$ cat src/core/jip_pkg.sv
// Constants, types and layouts for the serial configuration port
// How it works
// - After power-up all four test pins are inputs awaiting host commands.
// - Data out pin is driven only after the channel-enabling command.
// - The enabling command may also switch on status and error outputs.
// - Configuration instructions accepted; no boundary-scan operation.
// - Blank part uses four port C pins as basic test signals.
// - Mode bit0, clock bit1, status bit3, error bit4, in bit5, out bit6.
// - Serial port programs both flash arrays, logic and configuration bits; here it programs flash only, lock and protect are set over Wishbone.
// - Error output goes low on sector erase or byte program failure.
// - Error stays low until clear command or chip reset after disable.
// - Status output high in read mode.
// - Status output low during program, erase or secondary flash write.
// - Enabling command can select open-drain for both extension outputs.
// - Read lock set refuses every content read.
// - Read lock set allows only full chip erase; others blocked.
// - Full chip erase leaves part blank and unlocked.
// - Each sector has a protect bit rejecting its erase.
// - Chip reset aborts program or erase and returns to read mode.
// - Delivered state reads all ones in memory and logic.
package jip_pkg;
	localparam int CLK_MHZ = 200;
	localparam int PROG_TIME_NS = 10000;
	localparam int ERASE_TIME_NS = 100000;
	localparam int CHIP_ERASE_TIME_NS = 400000;
	localparam int PROG_CYC = (PROG_TIME_NS * CLK_MHZ + 999) / 1000;
	localparam int ERASE_CYC = (ERASE_TIME_NS * CLK_MHZ + 999) / 1000;
	localparam int CHIP_ERASE_CYC = (CHIP_ERASE_TIME_NS * CLK_MHZ + 999) / 1000;
	localparam int CNT_W = 24;

	// Flash: sectors 0..2 primary, last sector secondary
	localparam int MEM_DEPTH = 32;
	localparam int SECT_BYTES = 8;
	localparam int NSECT = MEM_DEPTH / SECT_BYTES;
	localparam int ADDR_W = 5;
	localparam int SECT_W = 2;
	localparam logic [7:0] BLANK_BYTE = 8'hFF;

	// Instruction register
	localparam int IR_W = 8;
	localparam logic [7:0] IR_CFG_ENABLE = 8'h01;
	localparam logic [7:0] IR_CFG_DISABLE = 8'h02;
	localparam logic [7:0] IR_ERR_CLEAR = 8'h03;
	localparam logic [7:0] IR_PROGRAM = 8'h10;
	localparam logic [7:0] IR_SECT_ERASE = 8'h11;
	localparam logic [7:0] IR_CHIP_ERASE = 8'h12;
	localparam logic [7:0] IR_READ = 8'h13;
	localparam logic [7:0] IR_STATUS = 8'h14;
	localparam logic [7:0] IR_BYPASS = 8'hFF;
	localparam logic [1:0] IR_CAPTURE = 2'h1;

	// Data register: address in high byte, data in low byte
	localparam int DR_W = 16;
	localparam int DR_ADDR_LSB = 8;
	localparam int EN_EXT_BIT = 0;
	localparam int EN_OD_BIT = 1;

	// Wishbone register map
	localparam logic [7:0] REG_LOCK = 8'h00;
	localparam logic [7:0] REG_PROTECT = 8'h04;
	localparam logic [7:0] REG_STATUS = 8'h08;
	localparam int ST_BUSY = 0;
	localparam int ST_ERR = 1;
	localparam int ST_CHAN = 2;
	localparam int ST_EXT = 3;
	localparam int ST_OD = 4;
	localparam int ST_LOCK = 5;

	typedef enum logic [3:0] {
		TS_RESET, TS_IDLE, TS_SEL_DR, TS_CAP_DR, TS_SHIFT_DR, TS_EXIT1_DR,
		TS_PAUSE_DR, TS_EXIT2_DR, TS_UPD_DR, TS_SEL_IR, TS_CAP_IR, TS_SHIFT_IR,
		TS_EXIT1_IR, TS_PAUSE_IR, TS_EXIT2_IR, TS_UPD_IR
	} jip_tap_t;

	typedef enum logic [1:0] {OP_NONE, OP_PROG, OP_SECT, OP_CHIP} jip_op_t;

	typedef struct packed {
		logic cyc;
		logic stb;
		logic we;
		logic [7:0] adr;
		logic [3:0] sel;
		logic [31:0] dat;
	} jip_wb_req_t;

	typedef struct packed {
		logic [2:0] tck_s;
		logic [1:0] tms_s;
		logic [1:0] tdi_s;
		logic [2:0] rst_s;
		jip_tap_t tap;
		logic [IR_W-1:0] ir_sh;
		logic [IR_W-1:0] ir;
		logic [DR_W-1:0] dr_sh;
		logic [ADDR_W-1:0] rd_addr;
		logic chan_en;
		logic ext_en;
		logic od_sel;
		logic disabled;
		logic err;
		logic lock;
		logic [NSECT-1:0] protect;
		jip_op_t op;
		logic [CNT_W-1:0] cnt;
		logic [ADDR_W-1:0] op_addr;
		logic [7:0] op_data;
		logic [MEM_DEPTH-1:0][7:0] mem;
		logic tdo;
		logic tdo_oe;
		logic stat_o;
		logic stat_oe;
		logic err_o;
		logic err_oe;
		logic ack;
		logic [31:0] rdat;
	} jip_state_t;
endpackage : jip_pkg

$ cat src/core/jip_port.sv
// Serial in-system configuration port with flash model and Wishbone control
`timescale 1ns/1ps
module jip_port
	import jip_pkg::*;
#(
	parameter int PROG_CYCLES = PROG_CYC,
	parameter int ERASE_CYCLES = ERASE_CYC,
	parameter int CHIP_ERASE_CYCLES = CHIP_ERASE_CYC
)(
	// System
	input wire logic clk_sys,
	input wire logic rstn,
	// Wishbone slave
	input wire jip_wb_req_t wb_req,
	output logic wb_ack,
	output logic [31:0] wb_dat_o,
	// Chip reset pin, active low
	input wire logic chip_rst_n,
	// Test pins on port C
	input wire logic port_c_bit0,
	input wire logic port_c_bit1,
	input wire logic port_c_bit5,
	output logic port_c_bit6_o,
	output logic port_c_bit6_oe,
	output logic port_c_bit3_o,
	output logic port_c_bit3_oe,
	output logic port_c_bit4_o,
	output logic port_c_bit4_oe
);
	jip_state_t s_r;
	jip_state_t s_nxt;

	function automatic jip_tap_t tap_next(input jip_tap_t t, input logic tms);
		case (t)
			TS_RESET: tap_next = tms ? TS_RESET : TS_IDLE;
			TS_IDLE: tap_next = tms ? TS_SEL_DR : TS_IDLE;
			TS_SEL_DR: tap_next = tms ? TS_SEL_IR : TS_CAP_DR;
			TS_CAP_DR: tap_next = tms ? TS_EXIT1_DR : TS_SHIFT_DR;
			TS_SHIFT_DR: tap_next = tms ? TS_EXIT1_DR : TS_SHIFT_DR;
			TS_EXIT1_DR: tap_next = tms ? TS_UPD_DR : TS_PAUSE_DR;
			TS_PAUSE_DR: tap_next = tms ? TS_EXIT2_DR : TS_PAUSE_DR;
			TS_EXIT2_DR: tap_next = tms ? TS_UPD_DR : TS_SHIFT_DR;
			TS_UPD_DR: tap_next = tms ? TS_SEL_DR : TS_IDLE;
			TS_SEL_IR: tap_next = tms ? TS_RESET : TS_CAP_IR;
			TS_CAP_IR: tap_next = tms ? TS_EXIT1_IR : TS_SHIFT_IR;
			TS_SHIFT_IR: tap_next = tms ? TS_EXIT1_IR : TS_SHIFT_IR;
			TS_EXIT1_IR: tap_next = tms ? TS_UPD_IR : TS_PAUSE_IR;
			TS_PAUSE_IR: tap_next = tms ? TS_EXIT2_IR : TS_PAUSE_IR;
			TS_EXIT2_IR: tap_next = tms ? TS_UPD_IR : TS_SHIFT_IR;
			TS_UPD_IR: tap_next = tms ? TS_SEL_DR : TS_IDLE;
			default: tap_next = TS_RESET;
		endcase
	endfunction : tap_next

	function automatic logic [SECT_W-1:0] sect_of(input logic [ADDR_W-1:0] a);
		sect_of = a[ADDR_W-1 -: SECT_W];
	endfunction : sect_of

	function automatic logic dr_is_long(input logic [IR_W-1:0] code);
		// Codes without a 16-bit register fall back to the one-bit bypass
		case (code)
			IR_CFG_ENABLE, IR_PROGRAM, IR_SECT_ERASE, IR_READ, IR_STATUS: dr_is_long = 1'b1;
			default: dr_is_long = 1'b0;
		endcase
	endfunction : dr_is_long

	function automatic logic may_start(input logic locked, input logic running);
		// Only the full erase may start on a locked part
		may_start = ~locked & ~running;
	endfunction : may_start

	function automatic logic [1:0] pin_drive(input logic level, input logic ext,
		input logic od);
		// Open drain only pulls low, so the enable follows a low level
		pin_drive[1] = od ? 1'b0 : level;
		pin_drive[0] = ext & (~od | ~level);
	endfunction : pin_drive

	logic tck_rise;
	logic tck_fall;
	logic tms;
	logic tdi;
	logic chip_rst;
	logic busy;
	logic err_set;
	logic err_clr;
	logic [ADDR_W-1:0] dr_addr;
	logic wb_hit;
	logic [31:0] rd_word;

	always_comb
	begin
		s_nxt = s_r;
		// Edge detect only on synchronised copies, never on the first stage
		// Two stages for metastability, a third to find the edge
		s_nxt.tck_s = {s_r.tck_s[1:0], port_c_bit1};
		s_nxt.tms_s = {s_r.tms_s[0], port_c_bit0};
		s_nxt.tdi_s = {s_r.tdi_s[0], port_c_bit5};
		s_nxt.rst_s = {s_r.rst_s[1:0], ~chip_rst_n};
		tck_rise = s_r.tck_s[1] & ~s_r.tck_s[2];
		tck_fall = ~s_r.tck_s[1] & s_r.tck_s[2];
		tms = s_r.tms_s[1];
		tdi = s_r.tdi_s[1];
		chip_rst = s_r.rst_s[1] & ~s_r.rst_s[2];
		busy = (s_r.op != OP_NONE);
		dr_addr = s_r.dr_sh[DR_ADDR_LSB +: ADDR_W];
		err_set = 1'b0;
		err_clr = 1'b0;

		// Test access port, stepped on sampled clock rises
		if (tck_rise)
		begin
			s_nxt.tap = tap_next(s_r.tap, tms);
			case (s_r.tap)
				TS_RESET:
				begin
					s_nxt.ir = IR_BYPASS;
				end
				TS_CAP_IR:
				begin
					s_nxt.ir_sh = {6'h00, IR_CAPTURE};
				end
				TS_SHIFT_IR:
				begin
					s_nxt.ir_sh = {tdi, s_r.ir_sh[IR_W-1:1]};
				end
				TS_UPD_IR:
				begin
					// No boundary-scan register: unknown codes act as bypass
					s_nxt.ir = s_r.ir_sh;
					case (s_r.ir_sh)
						IR_CFG_DISABLE:
						begin
							s_nxt.chan_en = 1'b0;
							s_nxt.ext_en = 1'b0;
							s_nxt.disabled = 1'b1;
						end
						IR_ERR_CLEAR:
						begin
							err_clr = 1'b1;
						end
						IR_CHIP_ERASE:
						begin
							// Allowed even when locked
							if (!busy)
							begin
								s_nxt.op = OP_CHIP;
								s_nxt.cnt = CNT_W'(CHIP_ERASE_CYCLES);
							end
						end
						default:
						begin
						end
					endcase
				end
				TS_CAP_DR:
				begin
					case (s_r.ir)
						IR_READ:
						begin
							// Locked part reads back zero
							s_nxt.dr_sh = {{(8-ADDR_W){1'b0}}, s_r.rd_addr,
								s_r.lock ? 8'h00 : s_r.mem[s_r.rd_addr]};
						end
						IR_STATUS:
						begin
							s_nxt.dr_sh = {10'h000, s_r.lock, s_r.od_sel, s_r.ext_en,
								s_r.chan_en, s_r.err, busy};
						end
						default:
						begin
							s_nxt.dr_sh = '0;
						end
					endcase
				end
				TS_SHIFT_DR:
				begin
					if (dr_is_long(s_r.ir))
					begin
						s_nxt.dr_sh = {tdi, s_r.dr_sh[DR_W-1:1]};
					end
					else
					begin
						s_nxt.dr_sh = {{(DR_W-1){1'b0}}, tdi};
					end
				end
				TS_UPD_DR:
				begin
					case (s_r.ir)
						IR_CFG_ENABLE:
						begin
							s_nxt.chan_en = 1'b1;
							s_nxt.ext_en = s_r.dr_sh[EN_EXT_BIT];
							s_nxt.od_sel = s_r.dr_sh[EN_OD_BIT];
							s_nxt.disabled = 1'b0;
						end
						IR_READ:
						begin
							s_nxt.rd_addr = dr_addr;
						end
						IR_PROGRAM:
						begin
							// Blocked while locked or busy
							if (may_start(s_r.lock, busy))
							begin
								if ((s_r.mem[dr_addr] & s_r.dr_sh[7:0]) != s_r.dr_sh[7:0])
								begin
									err_set = 1'b1;
								end
								else
								begin
									s_nxt.op = OP_PROG;
									s_nxt.cnt = CNT_W'(PROG_CYCLES);
									s_nxt.op_addr = dr_addr;
									s_nxt.op_data = s_r.dr_sh[7:0];
								end
							end
						end
						IR_SECT_ERASE:
						begin
							if (may_start(s_r.lock, busy))
							begin
								if (s_r.protect[sect_of(dr_addr)])
								begin
									err_set = 1'b1;
								end
								else
								begin
									s_nxt.op = OP_SECT;
									s_nxt.cnt = CNT_W'(ERASE_CYCLES);
									s_nxt.op_addr = dr_addr;
								end
							end
						end
						default:
						begin
						end
					endcase
				end
				default:
				begin
				end
			endcase
		end

		// Data out changes on the sampled falling edge
		if (tck_fall)
		begin
			s_nxt.tdo = (s_r.tap == TS_SHIFT_IR) ? s_r.ir_sh[0] : s_r.dr_sh[0];
		end

		// Flash cycle timer and completion
		// Memory changes only when the timer runs out, so an abort leaves it intact
		if (busy)
		begin
			if (s_r.cnt > CNT_W'(1))
			begin
				s_nxt.cnt = s_r.cnt - CNT_W'(1);
			end
			else
			begin
				s_nxt.op = OP_NONE;
				case (s_r.op)
					OP_PROG:
					begin
						s_nxt.mem[s_r.op_addr] = s_r.mem[s_r.op_addr] & s_r.op_data;
					end
					OP_SECT:
					begin
						for (int i = 0; i < MEM_DEPTH; i++)
						begin
							if (i / SECT_BYTES == int'(sect_of(s_r.op_addr)))
							begin
								s_nxt.mem[i] = BLANK_BYTE;
							end
						end
					end
					OP_CHIP:
					begin
						for (int i = 0; i < MEM_DEPTH; i++)
						begin
							s_nxt.mem[i] = BLANK_BYTE;
						end
						s_nxt.lock = 1'b0;
						s_nxt.protect = '0;
					end
					default:
					begin
					end
				endcase
			end
		end

		// Chip reset aborts any cycle at once, back to read mode
		// Asserting edge only: a reset held through programming leaves cycles running
		if (chip_rst)
		begin
			s_nxt.op = OP_NONE;
			s_nxt.cnt = '0;
			if (s_r.disabled)
			begin
				err_clr = 1'b1;
			end
		end

		// Set wins over a clear in the same cycle
		s_nxt.err = err_set | (s_r.err & ~err_clr);

		// Wishbone slave: one wait state, ack drops the cycle after
		wb_hit = wb_req.cyc & wb_req.stb & ~s_r.ack;
		rd_word = '0;
		case (wb_req.adr)
			REG_LOCK: rd_word[0] = s_r.lock;
			REG_PROTECT: rd_word[NSECT-1:0] = s_r.protect;
			REG_STATUS:
			begin
				rd_word[ST_BUSY] = busy;
				rd_word[ST_ERR] = s_r.err;
				rd_word[ST_CHAN] = s_r.chan_en;
				rd_word[ST_EXT] = s_r.ext_en;
				rd_word[ST_OD] = s_r.od_sel;
				rd_word[ST_LOCK] = s_r.lock;
			end
			default: rd_word = '0;
		endcase
		s_nxt.ack = wb_hit;
		// Read data is zero outside the ack cycle
		s_nxt.rdat = wb_hit ? rd_word : '0;
		if (wb_hit && wb_req.we && wb_req.sel[0])
		begin
			// Lock can only be set here; only a chip erase removes it
			if (wb_req.adr == REG_LOCK && wb_req.dat[0])
			begin
				s_nxt.lock = 1'b1;
			end
			if (wb_req.adr == REG_PROTECT)
			begin
				s_nxt.protect = wb_req.dat[NSECT-1:0];
			end
		end

		// Pin drivers, all registered
		s_nxt.tdo_oe = s_nxt.chan_en;
		// Status high in read mode, low while any cycle runs
		{s_nxt.stat_o, s_nxt.stat_oe} = pin_drive(s_nxt.op == OP_NONE, s_nxt.ext_en,
			s_nxt.od_sel);
		{s_nxt.err_o, s_nxt.err_oe} = pin_drive(~s_nxt.err, s_nxt.ext_en,
			s_nxt.od_sel);
	end

	always_ff @(posedge clk_sys or negedge rstn)
	begin
		if (!rstn)
		begin
			s_r <= '0;
			s_r.tap <= TS_RESET;
			s_r.ir <= IR_BYPASS;
			// Delivered state: memory reads as all ones
			s_r.mem <= {MEM_DEPTH{BLANK_BYTE}};
			s_r.stat_o <= 1'b1;
			s_r.err_o <= 1'b1;
		end
		else
		begin
			s_r <= s_nxt;
		end
	end

	assign wb_ack = s_r.ack;
	assign wb_dat_o = s_r.rdat;
	assign port_c_bit6_o = s_r.tdo;
	assign port_c_bit6_oe = s_r.tdo_oe;
	assign port_c_bit3_o = s_r.stat_o;
	assign port_c_bit3_oe = s_r.stat_oe;
	assign port_c_bit4_o = s_r.err_o;
	assign port_c_bit4_oe = s_r.err_oe;
endmodule : jip_port

$ cat config.mk
export PLATFORM = sky130hd
export DESIGN_NAME = jip_port
export DESIGN_NICKNAME = d
export VERILOG_FILES = /design/src/core/jip_pkg.sv /design/src/core/jip_port.sv
export SDC_FILE = /design/constraint.sdc
export NUM_CORES = 1
export LEC_CHECK = 0
export BUFFER_PORTS_ARGS = -buffer_cell sky130_fd_sc_hd__buf_2
export CORE_AREA = 8 8 242 244
export CTS_CLUSTER_SIZE = 20
export DETAILED_ROUTE_END_ITERATION = 10
export DIE_AREA = 0 0 250 252
export REMOVE_ABC_BUFFERS = 1
export SETUP_SLACK_MARGIN = 0.05
export SLEW_MARGIN = 10
export SYNTH_ARGS = -nofsm -noshare
export SYNTH_HDL_FRONTEND = slang
export SYNTH_SLANG_ARGS = --single-unit
export TNS_END_PERCENT = 5
$ cat constraint.sdc
create_clock -name clk_sys -period 3.88 [get_ports clk_sys]
set_input_delay 0.388 -clock clk_sys [delete_from_list [all_inputs] [get_ports clk_sys]]
set_output_delay 0.388 -clock clk_sys [all_outputs]
set_load 0.02 [all_outputs]
== After elaboration in Yosys (flattened, before gate mapping) ==
Index checks and enable logic that the tools add are counted.

* Register bits: 368
* Bits in latches: 0
* Bits in writable memories: 0
* Bits in read-only memories: 0
* Input bits: 53
* Logic and storage cells: 248
* Memories kept: 0

* $add $sub $neg: 1
* Multipliers: 0
* Div/mod/pow operators: 0
* Magnitude comparators: 6
* Equality and inequality tests: 42
* Shift operators: 0
* Multiplexer cells: 83
* Bitwise operators: 27
* Reduce and logical (&&, ||, !) cells: 30

{| class="wikitable"
|+ Operators by type and width
! kind !! number
|-
| $pmux 256 s3 || 1
|-
| $bwmux 256 || 1
|-
| $bmux 8 s5 || 3
|-
| $mux 39 || 3
|-
| $mux 31 || 3
|-
| $mux 8 || 10
|-
| $mux 26 || 3
|-
| $pmux 31 s2 || 1
|-
| $pmux 26 s2 || 1
|-
| $pmux 4 s12 || 1
|-
| $demux 8 s5 || 1
|-
| $eq 8x5->1 const B || 5
|-
| $eq 4x4->1 const B || 8
|-
| $pmux 16 s2 || 1
|-
| $pmux 8 s2 || 2
|-
| $pmux 13 s2 || 1
|-
| $gt 24x1->1 const B || 1
|-
| $mux 1 || 24
|-
| $mux 24 || 1
|-
| $mux 4 || 6
|-
| $sub 24x1->24 const B || 1
|-
| $reduce_and 4->1 || 5
|-
| $lt 5x6->1 const B || 3
|-
| $and 8x8->8 || 2
|-
| 44 further kinds || 101
|}

== Longest topological paths before layout ==
* Depth after elaboration: 16
* Depth in mapped cells: 14
* Depth with buffers taken out: 11

== Worst setup path after synthesis ==
Ideal clock, no wire load.

* Path type: register to register
* From: reg s_r, in the netlist dr_addr[0]
* To: reg s_r[295] (netlist name)
* Data arrival time: 2.730 ns
* Required time: 3.755 ns
* Setup slack: 1.025 ns
* Stages on the path, launching flop included: 13
* Path buffers: 3
* Cell sequence: dfrtp_1 buf_4 buf_12 buf_12 mux2i_1 a221oi_1 o21ai_1 a31o_1 a221o_1 or2_4 nor3_4 nand2_4 mux2_4

* Cells in the longest elaborated chain, start to end: 6

{| class="wikitable"
|+ RTL lines
! what !! line !! RTL
|-
| from (decl) || jip_port.sv:30 || <nowiki>jip_state_t s_r;</nowiki>
|-
| from (signal assigned) || jip_port.sv:365 || <nowiki>s_r <= s_nxt;</nowiki>
|-
| $bmux 8 s5 || jip_port.sv:206 || <nowiki>if ((s_r.mem[dr_addr] & s_r.dr_sh[7:0]) != s_r.dr_sh[7:0])</nowiki>
|-
| $mux 8 (implied by the code) || jip_port.sv:206 ||
|-
| $and 8x8->8 || jip_port.sv:206 ||
|-
| $ne 8x8->1 || jip_port.sv:206 ||
|-
| $not 1->1 (no line) || -- ||
|-
| $reduce_and 5->1 (no line) || -- ||
|}

Every way passes these cells. The select of a mux whose other input is x is not followed.
A chain may end at the register's enable or synchronous reset.

== Final worst setup path ==
* From: reg s_r, in the netlist dr_addr[0]
* To: reg s_r[298] (netlist name)

Same word-level chain as after synthesis.

==> summary.txt <==
status = finished, final reports clean
Syn Inst Count = 1991
filler cell count in the final layout = 5081
Clk pin slew, worst setup/hold paths = 60 ps
largest net degree at the start of global routing = 128
number of global-route vias before repair = 16600
Crit Path Class = flip-flop to flip-flop
multi-input logic area = 11200 um^2
worst-path maximum fanout = 18
Synth Register Bits = 368
final hold violations = 0
Die Y = 252 um
Post-CTS Hold Buffers = 5
slew margin rel. = 0.146
max-slew violations = 0
Worst EP arrival = 3990 ps
mapped cell area = 21600 um^2
via density per instance = 6.17
Routed Antenna Nets = 0
nature of the critical path startpoint = flip-flop
drt drc = 0
Total GRT Usage = 0.214
dpl cells = 2649
Area Growth Syn to Fin = 11.5%
asr flop ratio synth = 1.00
Rows = 86
crit-path cells = buf_12, mux2i_1, a22oi_1, a31oi_1, o31ai_1, o2111a_1, nand3_2, nor3_4, nand2_4, mux2_4
period utilization = 0.912
post-route cell area = 24100 um^2
Max Cap Viol = 0
critical path endpoint category = flip-flop
sequential cell area = 9560 um^2
Initial Util = 0.395
synthesized area per cell = 10.8 um^2
Pre-antenna DRT Iters = 6
GR Overflow Total = 0
dominant cell type by area after synthesis = dfstp_2
top cell type's share of synthesized area = 0.324
Layout Skew = 20.2 ps
via count = 16800
clock latency on the worst-skew pair = 570 ps
HP Class = input pin to flip-flop
FMAX = 283 MHz
Post-DP Area = 22700 um^2
CTS root buffer = clkbuf_16
sequential fraction of the synthesis area = 0.442
Leak = 8.34 nW
Top Ports = 92
die width = 250 um
htree depth = 2
Post-synth EDFFs = 0
CTS tree = built
RSZ-0062 raised after global routing = false
port buffer count = 34
Post-layout nets = 2050
core area = 54700 um^2
Final Critical Period = 3540 ps
first-pass GRT wire length = 105000 um
n_diodes = 0
antenna violations before repair = 1
CP max stage cell = dfrtp_4
Syn. warnings = 0
Clock Path Buffers = 3
post-DP HPWL = 46600 um
routability cong. = 0.947
maximum vdd ir drop = 0.287 mV
Layout Cells excl Fill = 2729
commonest non-fill, non-tap cell in the layout = nand2_1
Post-synth top flop = dfstp_2
drt first-iter violations = 1593
commonest cells after routing, fill and taps aside = 344 x nand2_1, 306 x o21ai_0, 266 x dfstp_2
Pwr Density = 388 nW/um^2
clock sinks = 368
Setup-failing EPs final = 0
die outline area = 63000 um^2
WL/cell = 25.0 um
Least-Margin Pin Slew = 1270 ps
share of layout cells above drive strength 1 = 0.344
CTS buffer count = 43
Synth cell types = 76
Resized Gates After CTS = 0
top post-synthesis cells by area = dfstp_2 32%, mux4_2 20%, dfrtp_1 12%
max incr delay on CP = 670 ps
required time worst endpoint = 4330 ps
# Post-CTS Setup Buffers = 0
Routed WL = 68300 um
## layout make-up
cell class,instances,area share
clock inverters,9,0.00301
inverters,16,0.00249
well taps,704,0.0366
clock buffers,66,0.0538
repair buffers,130,0.0431
multi-input cells,1436,0.464
flip-flops and latches,368,0.397
## routing by layer
metal / global-route usage / vias up / wire (um)
met1: 0.282 / 8515 / 27800
met4: 0.0946 / 2 / 3110
met5: 0 / - / 13
met2: 0.338 / 752 / 31600
li1: - / 7394 / -
met3: 0.0457 / 185 / 5870
## worst paths after layout
kind	start	end	slack (ps)	cells after the start
worst max-delay path	dr_addr[0]$_DFFE_PN0P_	s_r[298]$_DFFE_PN0P_	340	10
worst min-delay path	wb_req[0]	s_r[334]$_DFF_PN0_	50	3
worst max register to register	dr_addr[0]$_DFFE_PN0P_	s_r[298]$_DFFE_PN0P_	340	10
worst min register to register	s_nxt[393]$_DFF_PN0_	s_nxt[394]$_DFF_PN0_	350	0
max in group asynchronous	rstn	s_r[117]$_DFFE_PN1P_	2300	3
min in group asynchronous	rstn	s_r[389]$_DFF_PN0_	510	2
## report_power, final
part           switching, mW  internal (mW)
sequential             0.170           3.95
combinational          0.848          0.389
clock                   1.63           2.35
total                   2.65           6.69
## state kept, by name (all words and copies together), names as in the netlist
| register | count |
|---|---|
| s_r | 344 |
| s_nxt | 6 |
| wb_dat_o | 6 |
| dr_addr | 5 |
| port_c_bit3_o | 1 |
| port_c_bit3_oe | 1 |
| port_c_bit4_o | 1 |
| port_c_bit4_oe | 1 |
| port_c_bit6_o | 1 |
| port_c_bit6_oe | 1 |
| wb_ack | 1 |
## metrics by stage
stage | setup slack (ps) | util | power, mW | TNS (ps) | hold slack [ps]
2_1_floorplan | -1480 | - | 4.78 | -335910 | 92.4
3_3_place_gp | 446 | 0.415 | 5.37 | 0 | 336
3_5_place_dp | 413 | 0.415 | 5.37 | 0 | 336
4_1_cts | 403 | 0.441 | 9.40 | 0 | 25.0
5_1_grt | 214 | 0.441 | 9.64 | 0 | 54.0
6_report | 342 | 0.441 | 9.34 | 0 | 52.5
## critical path: cells and delay by family (launching register included)
kind                   cells  cell delay (ps)
AOI/OAI and AO/OA          4             1120
and+or+nand+nor            3              860
DFF                        1              670
buffers and inverters      1              260
muxes                      2              490
## cell usage after synthesis, types with 31 or more instances
library cell  count
nand2_1         344
o21ai_0         306
dfstp_2         266
mux4_2          189
clkbuf_1        123
dfrtp_1         102
nor2_1           90
a21oi_1          57
mux2i_1          55
o21ai_1          37
buf_4            35
a22oi_1          31
## cell families after synthesis
group	share of synthesized area
xor gates and xnor gates	0.00324
buffers and inverters	0.0473
other	0.000174
muxes	0.237
and+or+nand+nor	0.119
DFF	0.442
adders and majority gates	0.00116
AOI/OAI and AO/OA	0.150
No activity file was read; power rests on OpenSTA's default activity.
